<file path="config.mk">
export PLATFORM = sky130hd
export DESIGN_NAME = peripheral_irq_enable_bank2
export DESIGN_NICKNAME = d
export VERILOG_FILES = /design/src/peripheral_irq_pkg.sv /design/src/irq_flag_bank.sv /design/src/irq_enable_bank.sv /design/src/peripheral_irq_enable_bank2.sv
export SDC_FILE = /design/constraint.sdc
export NUM_CORES = 1
export LEC_CHECK = 0
export BUFFER_PORTS_ARGS = -buffer_cell sky130_fd_sc_hd__buf_2
export CAP_MARGIN = 25
export CORE_UTILIZATION = 55
export CTS_CLUSTER_DIAMETER = 60
export DETAILED_ROUTE_END_ITERATION = 10
export HOLD_SLACK_MARGIN = 0.12
export PLACE_DENSITY = 0.92
export SYNTH_ARGS = -nofsm -noshare
export SYNTH_HDL_FRONTEND = slang
export SYNTH_SLANG_ARGS = --single-unit
export TNS_END_PERCENT = 20
</file>
<file path="constraint.sdc">
create_clock -name clk_sys -period 2.2 [get_ports clk_sys]
set_clock_uncertainty 0.05 [all_clocks]
set_input_delay 0.44 -clock clk_sys [delete_from_list [all_inputs] [get_ports clk_sys]]
set_output_delay 0.44 -clock clk_sys [all_outputs]
set_load 0.03 [all_outputs]
</file>
<file path="src/peripheral_irq_pkg.sv">
// Constants, register map and carrier types for the peripheral interrupt enable block.
// Assumes one system clock, a synchronous active-low reset and a plain register port.

package peripheral_irq_pkg;

   // ----------------------------------------------------------------
   // Widths
   // ----------------------------------------------------------------
   localparam int DATA_W = 8;
   localparam int ADDR_W = 4;

   // ----------------------------------------------------------------
   // Register indices
   // ----------------------------------------------------------------
   localparam logic [ADDR_W-1:0] ADDR_ENABLE_ONE = 4'h0;
   localparam logic [ADDR_W-1:0] ADDR_ENABLE_TWO = 4'h1;
   localparam logic [ADDR_W-1:0] ADDR_FLAG_ONE = 4'h2;
   localparam logic [ADDR_W-1:0] ADDR_FLAG_TWO = 4'h3;
   localparam logic [ADDR_W-1:0] ADDR_CONTROL = 4'h4;
   localparam logic [ADDR_W-1:0] ADDR_ACTIVE_ONE = 4'h5;
   localparam logic [ADDR_W-1:0] ADDR_ACTIVE_TWO = 4'h6;

   // ----------------------------------------------------------------
   // Field positions, bank two
   // ----------------------------------------------------------------
   localparam int BIT_OSC_FAIL = 7;
   localparam int BIT_COMPARATOR_B = 6;
   localparam int BIT_COMPARATOR_A = 5;
   localparam int BIT_NVM_WRITE_DONE = 4;
   localparam int BIT_SERIAL_BUS_COLLISION = 3;
   localparam int BIT_CAPTURE_UNIT_B = 0;

   // ----------------------------------------------------------------
   // Field positions, bank one and control
   // ----------------------------------------------------------------
   localparam int BIT_TIMER_TWO_MATCH = 1;
   localparam int BIT_TIMER_ONE_OVERFLOW = 0;
   localparam int BIT_PERIPH_GLOBAL_EN = 0;
   localparam int BIT_GLOBAL_EN = 1;

   // ----------------------------------------------------------------
   // Implemented masks and reset values
   // ----------------------------------------------------------------
   localparam logic [DATA_W-1:0] MASK_BANK_TWO = 8'hF9;
   localparam logic [DATA_W-1:0] MASK_BANK_ONE = 8'h03;
   localparam logic [DATA_W-1:0] MASK_CONTROL = 8'h03;
   localparam logic [DATA_W-1:0] RESET_ENABLE = 8'h00;
   localparam logic [DATA_W-1:0] RESET_FLAG = 8'h00;
   localparam logic [DATA_W-1:0] RESET_CONTROL = 8'h00;
   localparam logic [DATA_W-1:0] READ_UNMAPPED = 8'h00;

   // ----------------------------------------------------------------
   // Carrier types
   // ----------------------------------------------------------------
   typedef struct packed {
      logic [ADDR_W-1:0] addr;
      logic [DATA_W-1:0] wdata;
      logic wr;
      logic rd;
   } reg_req_t;

   typedef struct packed {
      logic osc_fail;
      logic comparator_b;
      logic comparator_a;
      logic nvm_write_done;
      logic serial_bus_collision;
      logic capture_unit_b;
      logic timer_one_overflow;
      logic timer_two_match;
   } periph_evt_t;

endpackage

</file>
<file path="src/irq_flag_bank.sv">
// Sticky pending flags, set by events and cleared by writing ones.
// Assumes events and clear strobe come from logic on the same clock.

`timescale 1ns/10ps
`default_nettype none

module irq_flag_bank
   import peripheral_irq_pkg::*;
#(
   parameter int W = 8,
   parameter logic [W-1:0] IMPL_MASK = '1,
   parameter logic [W-1:0] RESET_VALUE = '0
)
(
   input wire logic clk_sys,
   input wire logic rst_n,
   input wire logic [W-1:0] set_evt,
   input wire logic clr_strobe,
   input wire logic [W-1:0] clr_data,
   output logic [W-1:0] flags
);

   typedef struct packed {
      logic [W-1:0] flags;
   } flag_state_t;

   flag_state_t state_q;
   flag_state_t state_d;

   always_comb
   begin
      state_d = state_q;
      if (clr_strobe)
      begin
         state_d.flags = state_q.flags & ~clr_data;
      end
      // Set wins over a clear in the same cycle
      state_d.flags = (state_d.flags | set_evt) & IMPL_MASK;
   end

   always_ff @(posedge clk_sys)
   begin
      if (!rst_n)
      begin
         state_q.flags <= RESET_VALUE;
      end
      else
      begin
         state_q <= state_d;
      end
   end

   assign flags = state_q.flags;

endmodule

`default_nettype wire

</file>
<file path="src/irq_enable_bank.sv">
// Read/write enable bank with unimplemented bits held at zero.
// Assumes the write strobe is one cycle long and on the same clock.

`timescale 1ns/10ps
`default_nettype none

module irq_enable_bank
   import peripheral_irq_pkg::*;
#(
   parameter int W = 8,
   parameter logic [W-1:0] IMPL_MASK = '1,
   parameter logic [W-1:0] RESET_VALUE = '0
)
(
   input wire logic clk_sys,
   input wire logic rst_n,
   input wire logic wr_strobe,
   input wire logic [W-1:0] wr_data,
   output logic [W-1:0] value
);

   typedef struct packed {
      logic [W-1:0] value;
   } enable_state_t;

   enable_state_t state_q;
   enable_state_t state_d;

   always_comb
   begin
      state_d = state_q;
      if (wr_strobe)
      begin
         state_d.value = wr_data & IMPL_MASK;
      end
   end

   always_ff @(posedge clk_sys)
   begin
      if (!rst_n)
      begin
         state_q.value <= RESET_VALUE;
      end
      else
      begin
         state_q <= state_d;
      end
   end

   assign value = state_q.value;

endmodule

`default_nettype wire

</file>
<file path="src/peripheral_irq_enable_bank2.sv">
// Top of the peripheral interrupt enable block: enable banks, pending flags,
// global enables, register port and the request toward the processor.
// Assumes peripheral events are one-cycle pulses or levels on clk_sys.

`timescale 1ns/10ps
`default_nettype none

module peripheral_irq_enable_bank2
   import peripheral_irq_pkg::*;
(
   input wire logic clk_sys,
   input wire logic rst_n,
   input wire reg_req_t reg_req,
   input wire periph_evt_t periph_evt,
   output logic [DATA_W-1:0] rd_data,
   output logic periph_irq,
   output logic periph_pending
);

   // ----------------------------------------------------------------
   // State
   // ----------------------------------------------------------------
   typedef struct packed {
      logic [DATA_W-1:0] control;
      logic [DATA_W-1:0] rd_data;
      logic irq;
      logic pending;
   } top_state_t;

   top_state_t state_q;
   top_state_t state_d;

   // ----------------------------------------------------------------
   // Decode helpers
   // ----------------------------------------------------------------
   function automatic logic addr_hit(input logic [ADDR_W-1:0] addr,
                                     input logic [ADDR_W-1:0] target);
      addr_hit = (addr == target);
   endfunction

   // ----------------------------------------------------------------
   // Write decode
   // ----------------------------------------------------------------
   typedef struct packed {
      logic enable_one;
      logic enable_two;
      logic flag_one;
      logic flag_two;
      logic control;
   } wr_sel_t;

   wr_sel_t wr_sel;

   // Read-only and unmapped indices select nothing
   always_comb
   begin
      wr_sel = '0;
      if (!reg_req.wr)
      begin
         wr_sel = '0;
      end
      else if (addr_hit(reg_req.addr, ADDR_ENABLE_ONE))
      begin
         wr_sel.enable_one = 1'b1;
      end
      else if (addr_hit(reg_req.addr, ADDR_ENABLE_TWO))
      begin
         wr_sel.enable_two = 1'b1;
      end
      else if (addr_hit(reg_req.addr, ADDR_FLAG_ONE))
      begin
         wr_sel.flag_one = 1'b1;
      end
      else if (addr_hit(reg_req.addr, ADDR_FLAG_TWO))
      begin
         wr_sel.flag_two = 1'b1;
      end
      else if (addr_hit(reg_req.addr, ADDR_CONTROL))
      begin
         wr_sel.control = 1'b1;
      end
   end

   // ----------------------------------------------------------------
   // Event packing into bank layouts
   // ----------------------------------------------------------------
   logic [DATA_W-1:0] evt_two;
   logic [DATA_W-1:0] evt_one;

   always_comb
   begin
      evt_two = '0;
      evt_two[BIT_OSC_FAIL] = periph_evt.osc_fail;
      evt_two[BIT_COMPARATOR_B] = periph_evt.comparator_b;
      evt_two[BIT_COMPARATOR_A] = periph_evt.comparator_a;
      evt_two[BIT_NVM_WRITE_DONE] = periph_evt.nvm_write_done;
      evt_two[BIT_SERIAL_BUS_COLLISION] = periph_evt.serial_bus_collision;
      evt_two[BIT_CAPTURE_UNIT_B] = periph_evt.capture_unit_b;
   end

   always_comb
   begin
      evt_one = '0;
      evt_one[BIT_TIMER_ONE_OVERFLOW] = periph_evt.timer_one_overflow;
      evt_one[BIT_TIMER_TWO_MATCH] = periph_evt.timer_two_match;
   end

   // ----------------------------------------------------------------
   // Enable banks
   // ----------------------------------------------------------------
   logic [DATA_W-1:0] enable_two;
   logic [DATA_W-1:0] enable_one;
   logic wr_enable_two;
   logic wr_enable_one;

   assign wr_enable_two = wr_sel.enable_two;
   assign wr_enable_one = wr_sel.enable_one;

   irq_enable_bank #(
      .W(DATA_W),
      .IMPL_MASK(MASK_BANK_TWO),
      .RESET_VALUE(RESET_ENABLE)
   ) u_enable_two (
      .clk_sys(clk_sys),
      .rst_n(rst_n),
      .wr_strobe(wr_enable_two),
      .wr_data(reg_req.wdata),
      .value(enable_two)
   );

   irq_enable_bank #(
      .W(DATA_W),
      .IMPL_MASK(MASK_BANK_ONE),
      .RESET_VALUE(RESET_ENABLE)
   ) u_enable_one (
      .clk_sys(clk_sys),
      .rst_n(rst_n),
      .wr_strobe(wr_enable_one),
      .wr_data(reg_req.wdata),
      .value(enable_one)
   );

   // ----------------------------------------------------------------
   // Pending flags
   // ----------------------------------------------------------------
   logic [DATA_W-1:0] flag_two;
   logic [DATA_W-1:0] flag_one;
   logic clr_flag_two;
   logic clr_flag_one;

   assign clr_flag_two = wr_sel.flag_two;
   assign clr_flag_one = wr_sel.flag_one;

   irq_flag_bank #(
      .W(DATA_W),
      .IMPL_MASK(MASK_BANK_TWO),
      .RESET_VALUE(RESET_FLAG)
   ) u_flag_two (
      .clk_sys(clk_sys),
      .rst_n(rst_n),
      .set_evt(evt_two),
      .clr_strobe(clr_flag_two),
      .clr_data(reg_req.wdata),
      .flags(flag_two)
   );

   irq_flag_bank #(
      .W(DATA_W),
      .IMPL_MASK(MASK_BANK_ONE),
      .RESET_VALUE(RESET_FLAG)
   ) u_flag_one (
      .clk_sys(clk_sys),
      .rst_n(rst_n),
      .set_evt(evt_one),
      .clr_strobe(clr_flag_one),
      .clr_data(reg_req.wdata),
      .flags(flag_one)
   );

   // ----------------------------------------------------------------
   // Request combination
   // ----------------------------------------------------------------
   logic [DATA_W-1:0] active_two;
   logic [DATA_W-1:0] active_one;
   logic any_active;
   logic periph_global_en;
   logic global_en;

   logic any_two;
   logic any_one;

   // Enables gate only the request; the flags still record every event
   for (genvar g = 0; g < DATA_W; g++)
   begin : g_gate
      assign active_two[g] = flag_two[g] & enable_two[g];
      assign active_one[g] = flag_one[g] & enable_one[g];
   end

   assign any_two = |active_two;
   assign any_one = |active_one;
   assign any_active = any_two | any_one;
   assign periph_global_en = state_q.control[BIT_PERIPH_GLOBAL_EN];
   assign global_en = state_q.control[BIT_GLOBAL_EN];

   // ----------------------------------------------------------------
   // Read mux
   // ----------------------------------------------------------------
   logic [DATA_W-1:0] rd_mux;

   always_comb
   begin
      rd_mux = READ_UNMAPPED;
      if (addr_hit(reg_req.addr, ADDR_ENABLE_ONE))
      begin
         rd_mux = enable_one;
      end
      else if (addr_hit(reg_req.addr, ADDR_ENABLE_TWO))
      begin
         rd_mux = enable_two & MASK_BANK_TWO;
      end
      else if (addr_hit(reg_req.addr, ADDR_FLAG_ONE))
      begin
         rd_mux = flag_one;
      end
      else if (addr_hit(reg_req.addr, ADDR_FLAG_TWO))
      begin
         rd_mux = flag_two;
      end
      else if (addr_hit(reg_req.addr, ADDR_CONTROL))
      begin
         rd_mux = state_q.control;
      end
      else if (addr_hit(reg_req.addr, ADDR_ACTIVE_ONE))
      begin
         rd_mux = active_one;
      end
      else if (addr_hit(reg_req.addr, ADDR_ACTIVE_TWO))
      begin
         rd_mux = active_two;
      end
   end

   // ----------------------------------------------------------------
   // Next state
   // ----------------------------------------------------------------
   always_comb
   begin
      state_d = state_q;
      if (wr_sel.control)
      begin
         state_d.control = reg_req.wdata & MASK_CONTROL;
      end
      // Read data stands for one cycle only
      if (reg_req.rd)
      begin
         state_d.rd_data = rd_mux;
      end
      else
      begin
         state_d.rd_data = READ_UNMAPPED;
      end
      // Any enabled flag, before the global enables
      state_d.pending = any_active;
      state_d.irq = any_active && periph_global_en && global_en;
   end

   always_ff @(posedge clk_sys)
   begin
      if (!rst_n)
      begin
         state_q.control <= RESET_CONTROL;
         state_q.rd_data <= READ_UNMAPPED;
         state_q.irq <= 1'b0;
         state_q.pending <= 1'b0;
      end
      else
      begin
         state_q <= state_d;
      end
   end

   // ----------------------------------------------------------------
   // Outputs
   // ----------------------------------------------------------------
   assign rd_data = state_q.rd_data;
   assign periph_irq = state_q.irq;
   assign periph_pending = state_q.pending;

endmodule

`default_nettype wire

</file>
# Word-level counts from Yosys, hierarchy flattened

Cells that the tools add are included.

Bits in registers: 30
Latch bits: 0
Bits in writable memories: 0
Memory bits (read-only): 0
Logic and storage cells: 59
Memories kept: 0

Add/sub/neg operators: 0
$mul: 0
Div/mod/pow operators: 0
$lt $le $gt $ge: 0
Equal/unequal tests: 6
Shift-type cells: 0
Multiplexer cells: 19
Bitwise logic cells: 15
Reduce and logical (&&, ||, !) cells: 8

Operators with widths:

| kind                                          | number |
|---|---|
| two-way mux 8 bit                             | 7 |
| == test 4 x 3 -> 1 bit, second input constant | 3 |
| AND 1 bit                                     | 8 |
| AND 8 bit                                     | 1 |
| == test 4 x 2 -> 1 bit, second input constant | 2 |
| NOT 8 bit                                     | 1 |
| OR 8 bit                                      | 1 |
| two-way mux 1 bit                             | 6 |
| two-way mux 2 bit                             | 3 |
| OR reduction 6 bit                            | 1 |
| two-way mux 5 bit                             | 1 |
| == test 4 x 1 -> 1 bit, second input constant | 1 |
| logical NOT 4 bit                             | 1 |
| two-way mux 4 bit                             | 1 |
| OR reduction 2 bit                            | 2 |
| two-way mux 3 bit                             | 1 |
| OR reduction 3 bit                            | 1 |
| AND 2 bit                                     | 1 |
| logical AND 1 bit                             | 2 |
| OR 2 bit                                      | 1 |
| AND reduction 2 bit                           | 1 |
| NOT 1 bit                                     | 1 |
| OR 1 bit                                      | 1 |

# Longest topological paths before layout

Gate-level depths: netlist (run 1).

Depth after elaboration: 9
Depth in mapped cells: 5
Gate-level depth less buffers: 3

# Cells and area by module

A second synthesis (run 1) with hierarchy kept.

Cell total of the unflattened synthesis: 195
Area total of the unflattened synthesis: 1701.6 um2

Modules (own cells, without submodules):

| module                         | times used | cells an instance | area each (um2) | seq. area each (um2) |
|---|---|---|---|---|
| peripheral_irq_enable_bank2    | 1          | 118               | 984.7           | 240.2 |
| irq_enable_bank (u_enable_two) | 1          | 22                | 247.7           | 120.1 |
| irq_flag_bank (u_flag_two)     | 1          | 27                | 229.0           | 120.1 |
| irq_enable_bank (u_enable_one) | 1          | 13                | 121.4           | 40.0 |
| irq_flag_bank (u_flag_one)     | 1          | 15                | 118.9           | 40.0 |

# Worst setup path after synthesis (run 1)

Ideal clock, no wire load.

Path type: input-to-reg
Start: in reg_req[11] (netlist bit)
End: reg, netlist name rd_data[3]
Arrival time: 1.219 ns
Required time: 2.033 ns
Path slack: 0.814 ns
Stages on the path: 5
Cells stage by stage: buf_2 -> and2_0 -> buf_2 -> nor3b_2 -> a32o_1

Cells in the longest elaborated chain, start to end: 7

Ends and longest elaborated chain:

| element                | RTL line                           | text |
|---|---|---|
| from (decl)            | peripheral_irq_enable_bank2.sv:13  | `input wire reg_req_t reg_req,` |
| == test 4 x 3 -> 1 bit | peripheral_irq_enable_bank2.sv:38  | `addr_hit = (addr == target);` |
| two-way mux 8 bit      | peripheral_irq_enable_bank2.sv:237 | `else if (addr_hit(reg_req.addr, ADDR_ACTIVE_TWO))` |
| two-way mux 8 bit      | peripheral_irq_enable_bank2.sv:233 | `else if (addr_hit(reg_req.addr, ADDR_ACTIVE_ONE))` |
| two-way mux 8 bit      | peripheral_irq_enable_bank2.sv:229 | `else if (addr_hit(reg_req.addr, ADDR_CONTROL))` |
| two-way mux 8 bit      | peripheral_irq_enable_bank2.sv:225 | `else if (addr_hit(reg_req.addr, ADDR_FLAG_TWO))` |
| two-way mux 8 bit      | peripheral_irq_enable_bank2.sv:221 | `else if (addr_hit(reg_req.addr, ADDR_FLAG_ONE))` |
| two-way mux 8 bit      | peripheral_irq_enable_bank2.sv:217 | `else if (addr_hit(reg_req.addr, ADDR_ENABLE_TWO))` |

Several ways; a longest one is shown, not always the timed one.
A chain may end at the register's enable or synchronous reset.

# Worst setup path in the final report (run 1)

Start: in reg_req[11] (netlist bit)
End: reg, netlist name rd_data[7]

Cells in the longest elaborated chain, start to end: 7

Ends and longest elaborated chain:

| element                | RTL line |
|---|---|
| == test 4 x 3 -> 1 bit | peripheral_irq_enable_bank2.sv:38 |
| two-way mux 8 bit      | peripheral_irq_enable_bank2.sv:237 |
| two-way mux 8 bit      | peripheral_irq_enable_bank2.sv:233 |
| two-way mux 8 bit      | peripheral_irq_enable_bank2.sv:229 |
| two-way mux 8 bit      | peripheral_irq_enable_bank2.sv:225 |
| two-way mux 8 bit      | peripheral_irq_enable_bank2.sv:221 |
| two-way mux 8 bit      | peripheral_irq_enable_bank2.sv:217 |

Several ways; a longest one is shown, not always the timed one.

==> results of run 1 <==
[cell type report]
class / instances / share of cell area
Multi-Input combinational cell: 91 / 0.4505
Clock buffer: 4 / 0.01792
Timing Repair Buffer: 33 / 0.1160
Tap cell: 28 / 0.02389
Inverter: 9 / 0.02304
Sequential cell: 27 / 0.3686
[metrics by stage]
step	hold slack, ns	instance area [µm²]
floorplan	0.3968	1292
detailed placement	0.4224	1440
finish	0.2496	1466
global route	0.2343	1466
global placement	0.4110	1440
CTS	0.2571	1466
[report_power, final]
group	leakage (nW)	total [mW]	switching, mW	internal [mW]
sequential	0.220	0.518	0.0144	0.503
clock	0.0150	0.218	0.147	0.0713
combinational	0.395	0.112	0.0627	0.0488
[cell families (layout without fill, tap and decap cells)]
group,Yosys count,after routing
buf+inv,19,46
flops,27,27
mux,9,9
simple gates,42,42
compound gates,39,39
other cells,1,1
[cells in the final DEF, fill, tap and decap left out, types with 3 or more instances in the layout]
cell type	instances
a21o_1	4
a21oi_1	3
a22oi_1	4
a31oi_1	8
a32o_1	4
buf_2	31
clkbuf_4	3
dfxtp_1	27
inv_1	9
mux2i_1	8
nand2_1	18
nand3b_1	5
o21a_1	8
[flip-flops by register name, indices dropped and copies added, names as in the netlist]
register / count
periph_global_en: 1
periph_pending: 1
u_flag_one.flags: 2
u_flag_two.flags: 6
global_en: 1
u_enable_one.value: 2
u_enable_two.value: 6
periph_irq: 1
rd_data: 7
[final timing paths]
path / end / cells after the start / startpoint / slack, ns
worst min register to register: global_en / 2 / global_en / 0.45
worst max register to register: rd_data[0] / 3 / u_flag_two.flags[0] / 0.88
worst min-delay path: u_flag_one.flags[0] / 2 / periph_evt[1] / 0.25
worst max-delay path: rd_data[7] / 4 / reg_req[11] / 0.78
[routing by layer]
| layer | vias to the layer above | GRT usage | wire length, µm |
|---|---|---|---|
| li1 | 549 | - | - |
| met1 | 510 | 0.3087 | 1296 |
| met2 | 35 | 0.3689 | 1310 |
| met3 | 11 | 0.03939 | 136 |
| met4 | 0 | 0.1481 | 91 |
| met5 | - | 0 | 0 |
[worst max-delay path, cell delays in order]
cell	delay (ns)
buf_2	0.26
and2_0	0.40
nor3b_2	0.36
a32o_1	0.19
==> out/qor.yml, run 1 <==
syn_inst: 137
cts_num_sinks: 27
synth.yosys.seq_area_share: 0.4182
fmax_mhz: 701.8
vias: 1105
antenna_found_initial: 0
crit_fanout: 18
ys_async_sr_fraction: 0
clk_root_buffer_cell: "clkbuf_4"
synthSimpleGateAreaFrac: 0.2072
min_period_over_period: 0.6477
tns_ns: 0
gp_congestion: 0.8549
post_cts_buffers: 0
wl_per_cell_um: 14.76
grt_first_pass_wirelength_um: 4498
leakagePower_nw: 0.6304
avgSynthCellArea_um2: 9.434
ys.flop_type: "dfxtp_1"
final_max_slew_viol_count: 0
ir_drop_mv: 0.4129
path_clk_slew_ns: 0.14
dp_cells: 188
post_cts_resized: 0
drt-pass1-iter-count: 4
h-tree-depth: 1
crit_required_ns: 2.43
synth_common_cells: "dfxtp_1 (27), nand2_1 (18), inv_1 (9)"
drtAntennaViolNets: 0
die_w_um: 50.48
wl_um: 2834
die_y_um: 50.48
synth_compound_area_frac: 0.2217
synthXorXnorAreaFrac: 0
report.power.total_mw: 0.8475
ys_warn_count: 0
hold_class: "in2reg"
cts_hold_buf: 0
io-pin-count: 34
synth_nets: 161
max_cap_viol_count: 0
status: "completed"
start_util: 0.5843
preCtsSetupSlack_ns: 0.4730
seq_area_um2: 540.5
synth_top_family_by_area: "compound AO/OA/AOI/OAI gates"
fp.coreArea_mm2: 0.002212
cts_buffers: 3
synthTopCellsByArea: "dfxtp_1 (42%), mux2i_1 (6.2%), nand2_1 (5.2%)"
nets: 189
overflow: 0
dieArea_mm2: 0.002548
n_antenna_cell: 0
grt_pass1_vias: 970
setup_viol: 0
startpoint_type: "input pin"
syn-cell-area_mm2: 0.001292
track_usage: 0.2388
rows: 17
synth-edff-count: 0
grt_max_degree: 21
final_util: 0.6629
yosysTopAreaCellShare: 0.4182
cp_data_arrival_time_ns: 1.65
hold_viol_final: 0
ys_seq_elements: 27
drt-initial-drc-count: 56
rsz0062_at_grt: "no"
yosys.area.top_type: "dfxtp_1"
drive_above_1_share: 0.2500
hpwl_um: 1995
syn_to_final_growth_pct: 13.46
synthDistinctLibCells: 37
cts_tree: "yes"
period_minus_slack_ns: 1.425
stdcell_count: 192
io_buffers: 31
drc: 0
setup_slack_ns: 0.7751
cts_buffer_depth: 2
synth.most_common_cell: "dfxtp_1"
nFillCells: 173
crit_type: "in2reg"
synth_mux_area_frac: 0.07938
yosys.area_share.adder: 0
crit_path_end_kind: "flip-flop"
powerDensity_mw_per_mm2: 578.0
routed_via_density: 5.755
clkLatencyLatePin_ns: 0.33
multi_input_area_um2: 660.6
Note: power is estimated with default switching activity, not from simulation.
==> run 2, diff against run 1 <==
--- a/config.mk
+++ b/config.mk
@@ -7,11 +7,11 @@
 export LEC_CHECK = 0
 export BUFFER_PORTS_ARGS = -buffer_cell sky130_fd_sc_hd__buf_2
 export CAP_MARGIN = 25
-export CORE_UTILIZATION = 55
+export CORE_UTILIZATION = 51
 export CTS_CLUSTER_DIAMETER = 60
 export DETAILED_ROUTE_END_ITERATION = 10
 export HOLD_SLACK_MARGIN = 0.12
-export PLACE_DENSITY = 0.92
+export PLACE_DENSITY = 0.87
 export SYNTH_ARGS = -nofsm -noshare
 export SYNTH_HDL_FRONTEND = slang
 export SYNTH_SLANG_ARGS = --single-unit
==> constraint.sdc (replaced) <==
create_clock -name clk_sys -period 1.39 [get_ports clk_sys]
set_clock_uncertainty 0.05 [all_clocks]
set_input_delay 0.278 -clock clk_sys [delete_from_list [all_inputs] [get_ports clk_sys]]
set_output_delay 0.278 -clock clk_sys [all_outputs]
set_load 0.03 [all_outputs]
==> out/qor.yml, run 2 (synthesis results as in run 1) <==
grt_first_pass_wirelength_um: 5071  # was 4498 µm
drive_above_1_share: 0.2737  # was 0.2500
wl_met2_um: 1515  # was 1310 µm
powerDensity_mw_per_mm2: 851.7  # was 578.0 mW/mm²
drt-initial-drc-count: 33  # was 56
cts_buffers: 3  # unchanged
syn_to_final_growth_pct: 24.78  # was 13.46%
setup_viol: 0  # unchanged
vias: 1218  # was 1105
cp_slowest_cell: "mux4_2"  # was and2_0
cts_hold_buf: 8  # was 0
final_max_slew_viol_count: 0  # unchanged
power.internal_mw: 1.010  # was 0.6236 mW
die_w_um: 52.34  # was 50.48 µm
wl_met1_um: 1353  # was 1296 µm
wl_per_cell_um: 14.92  # was 14.76 µm
hold_viol_final: 0  # unchanged
ir_drop_mv: 0.8569  # was 0.4129 mV
start_util: 0.5626  # was 0.5843
nFillCells: 173  # unchanged
wl_met3_um: 176  # was 136 µm
drt-pass1-iter-count: 4  # unchanged
io_buffers: 31  # unchanged
path_clk_slew_ns: 0.14  # about the same
cts_num_sinks: 27  # unchanged
fmax_mhz: 728.6
hpwl_um: 2216  # was 1995 µm
largest_reg_flops: 7  # unchanged
min_period_over_period: 0.9874
grt_pass1_vias: 1131  # was 970
hold_class: "in2reg"  # unchanged
switching_share: 0.2649  # was 0.2643
crit_chain: "mux4_2, nor3b_1, a31o_1"  # was buf_2, and2_0, nor3b_2, a32o_1
tns_ns: 0  # unchanged
clk_root_buffer_cell: "clkbuf_4"  # unchanged
crit_type: "reg2reg"  # was in2reg
n_antenna_cell: 0  # unchanged
nets: 204  # was 189
die_y_um: 52.34  # was 50.48 µm
antenna_found_initial: 0  # unchanged
largestRegisters: "rd_data: 7 flops, u_enable_two.value: 6 flops, u_flag_two.flags: 6 flops"  # unchanged
status: "completed"  # unchanged
h-tree-depth: 1  # unchanged
track_usage: 0.2498  # was 0.2388
slowest_delay_ns: 0.51  # was 0.40 ns
path_delay_family: "multiplexers"  # was simple AND/OR/NAND/NOR gates
clkLatencyLatePin_ns: 0.33  # about the same
io-pin-count: 34  # unchanged
post_cts_resized: 0  # unchanged
cts_buffer_depth: 2  # unchanged
wl_um: 3089  # was 2834 µm
crit_path_end_kind: "flip-flop"  # unchanged
rows: 17  # unchanged
p_clk_frac: 0.248  # was 0.257
final_common_cell: "buf_2"  # unchanged
grt_max_degree: 16  # was 21
post_cts_buffers: 0  # unchanged
cts_tree: "yes"  # unchanged
final_cell_mix: "buf_2 (31), dfxtp_1 (27), nand2_1 (18), inv_1 (9)"  # unchanged
rsz0062_at_grt: "no"  # unchanged
final_util: 0.7021  # was 0.6629
gp_congestion: 0.8968  # was 0.8549
power_frac_comb: 0.154  # was 0.132
period_minus_slack_ns: 1.372
max_cap_viol_count: 0  # unchanged
routed_via_density: 5.884  # was 5.755
p_sw_mw: 0.3639  # was 0.2240 mW
cp_data_arrival_time_ns: 1.56  # was 1.65 ns
setup_slack_ns: 0.01753  # was 0.7751 ns
drc: 0  # unchanged
dieArea_mm2: 0.002739  # was 0.002548 mm²
overflow: 0  # unchanged
maxUsedRoutingLayer: "met4"  # unchanged
top_register: "rd_data"  # unchanged
fp.coreArea_mm2: 0.002297  # was 0.002212 mm²
crit_fanout: 4  # was 18
seqPwrFrac: 0.597  # was 0.611
preCtsSetupSlack_ns: -0.03895  # was 0.4730 ns
drtAntennaViolNets: 0  # unchanged
crit_buf_inv: 0  # was 1
crit_required_ns: 1.58  # was 2.43 ns
startpoint_type: "flip-flop"  # was input pin
leakagePower_nw: 0.7039  # was 0.6304 nW
## run 2: per-layer routing
| metal | vias to the layer above | global-route usage |
|---|---|---|
| met1 | 578 | 0.3018 |
| li1 | 586 | - |
| met3 | 6 | 0.07246 |
| met4 | 0 | 0.06140 |
| met2 | 48 | 0.4304 |
| met5 | - | 0 |
## run 2: path summary, 6_finish.rpt
kind | from | endpoint | slack (ns) | cells past startpoint
min reg2reg | u_enable_two.value[6] | u_enable_two.value[6] | 0.44 | 2
min | reg_req[9] | u_enable_two.value[7] | 0.14 | 3
max reg2reg | u_flag_two.flags[0] | rd_data[0] | 0.02 | 3
max | u_flag_two.flags[0] | rd_data[0] | 0.02 | 3
## run 2: final cells by class
class                   instances  area (µm²)  share of cell area
inverters                       9       33.78             0.02095
clock inverters                 1       5.005            0.003103
flip-flops and latches         27       540.5              0.3351
clock buffers                   3       22.52             0.01396
multi-input cells              91       660.6              0.4096
repair buffers                 48       315.3              0.1955
well taps                      28       35.03             0.02172
## run 2: power groups by stage
stage / combinational, mW / clock (mW) / sequential [mW]
after floorplan: 0.113 / 0 / 0.833
after global placement: 0.181 / 0 / 0.834
after detailed placement: 0.189 / 0 / 0.836
after CTS: 0.207 / 0.349 / 0.819
after global routing: 0.229 / 0.380 / 0.823
final: 0.212 / 0.341 / 0.820
## run 2: worst register-to-register path, stage by stage (launching register included)
cell and delay (ns):
dfxtp_1 0.37, mux4_2 0.51, nor3b_1 0.16, a31o_1 0.20
## run 2: through the flow
step	area (µm²)	std cells	hold WS (ns)	total power [mW]
finish	1613	207	0.1382	1.374
global route	1613	207	0.1357	1.432
CTS	1613	207	0.1287	1.375
detailed placement	1505	195	0.4245	1.025
global placement	1505	195	0.4114	1.014
floorplan	1292	137	0.3518	0.9462
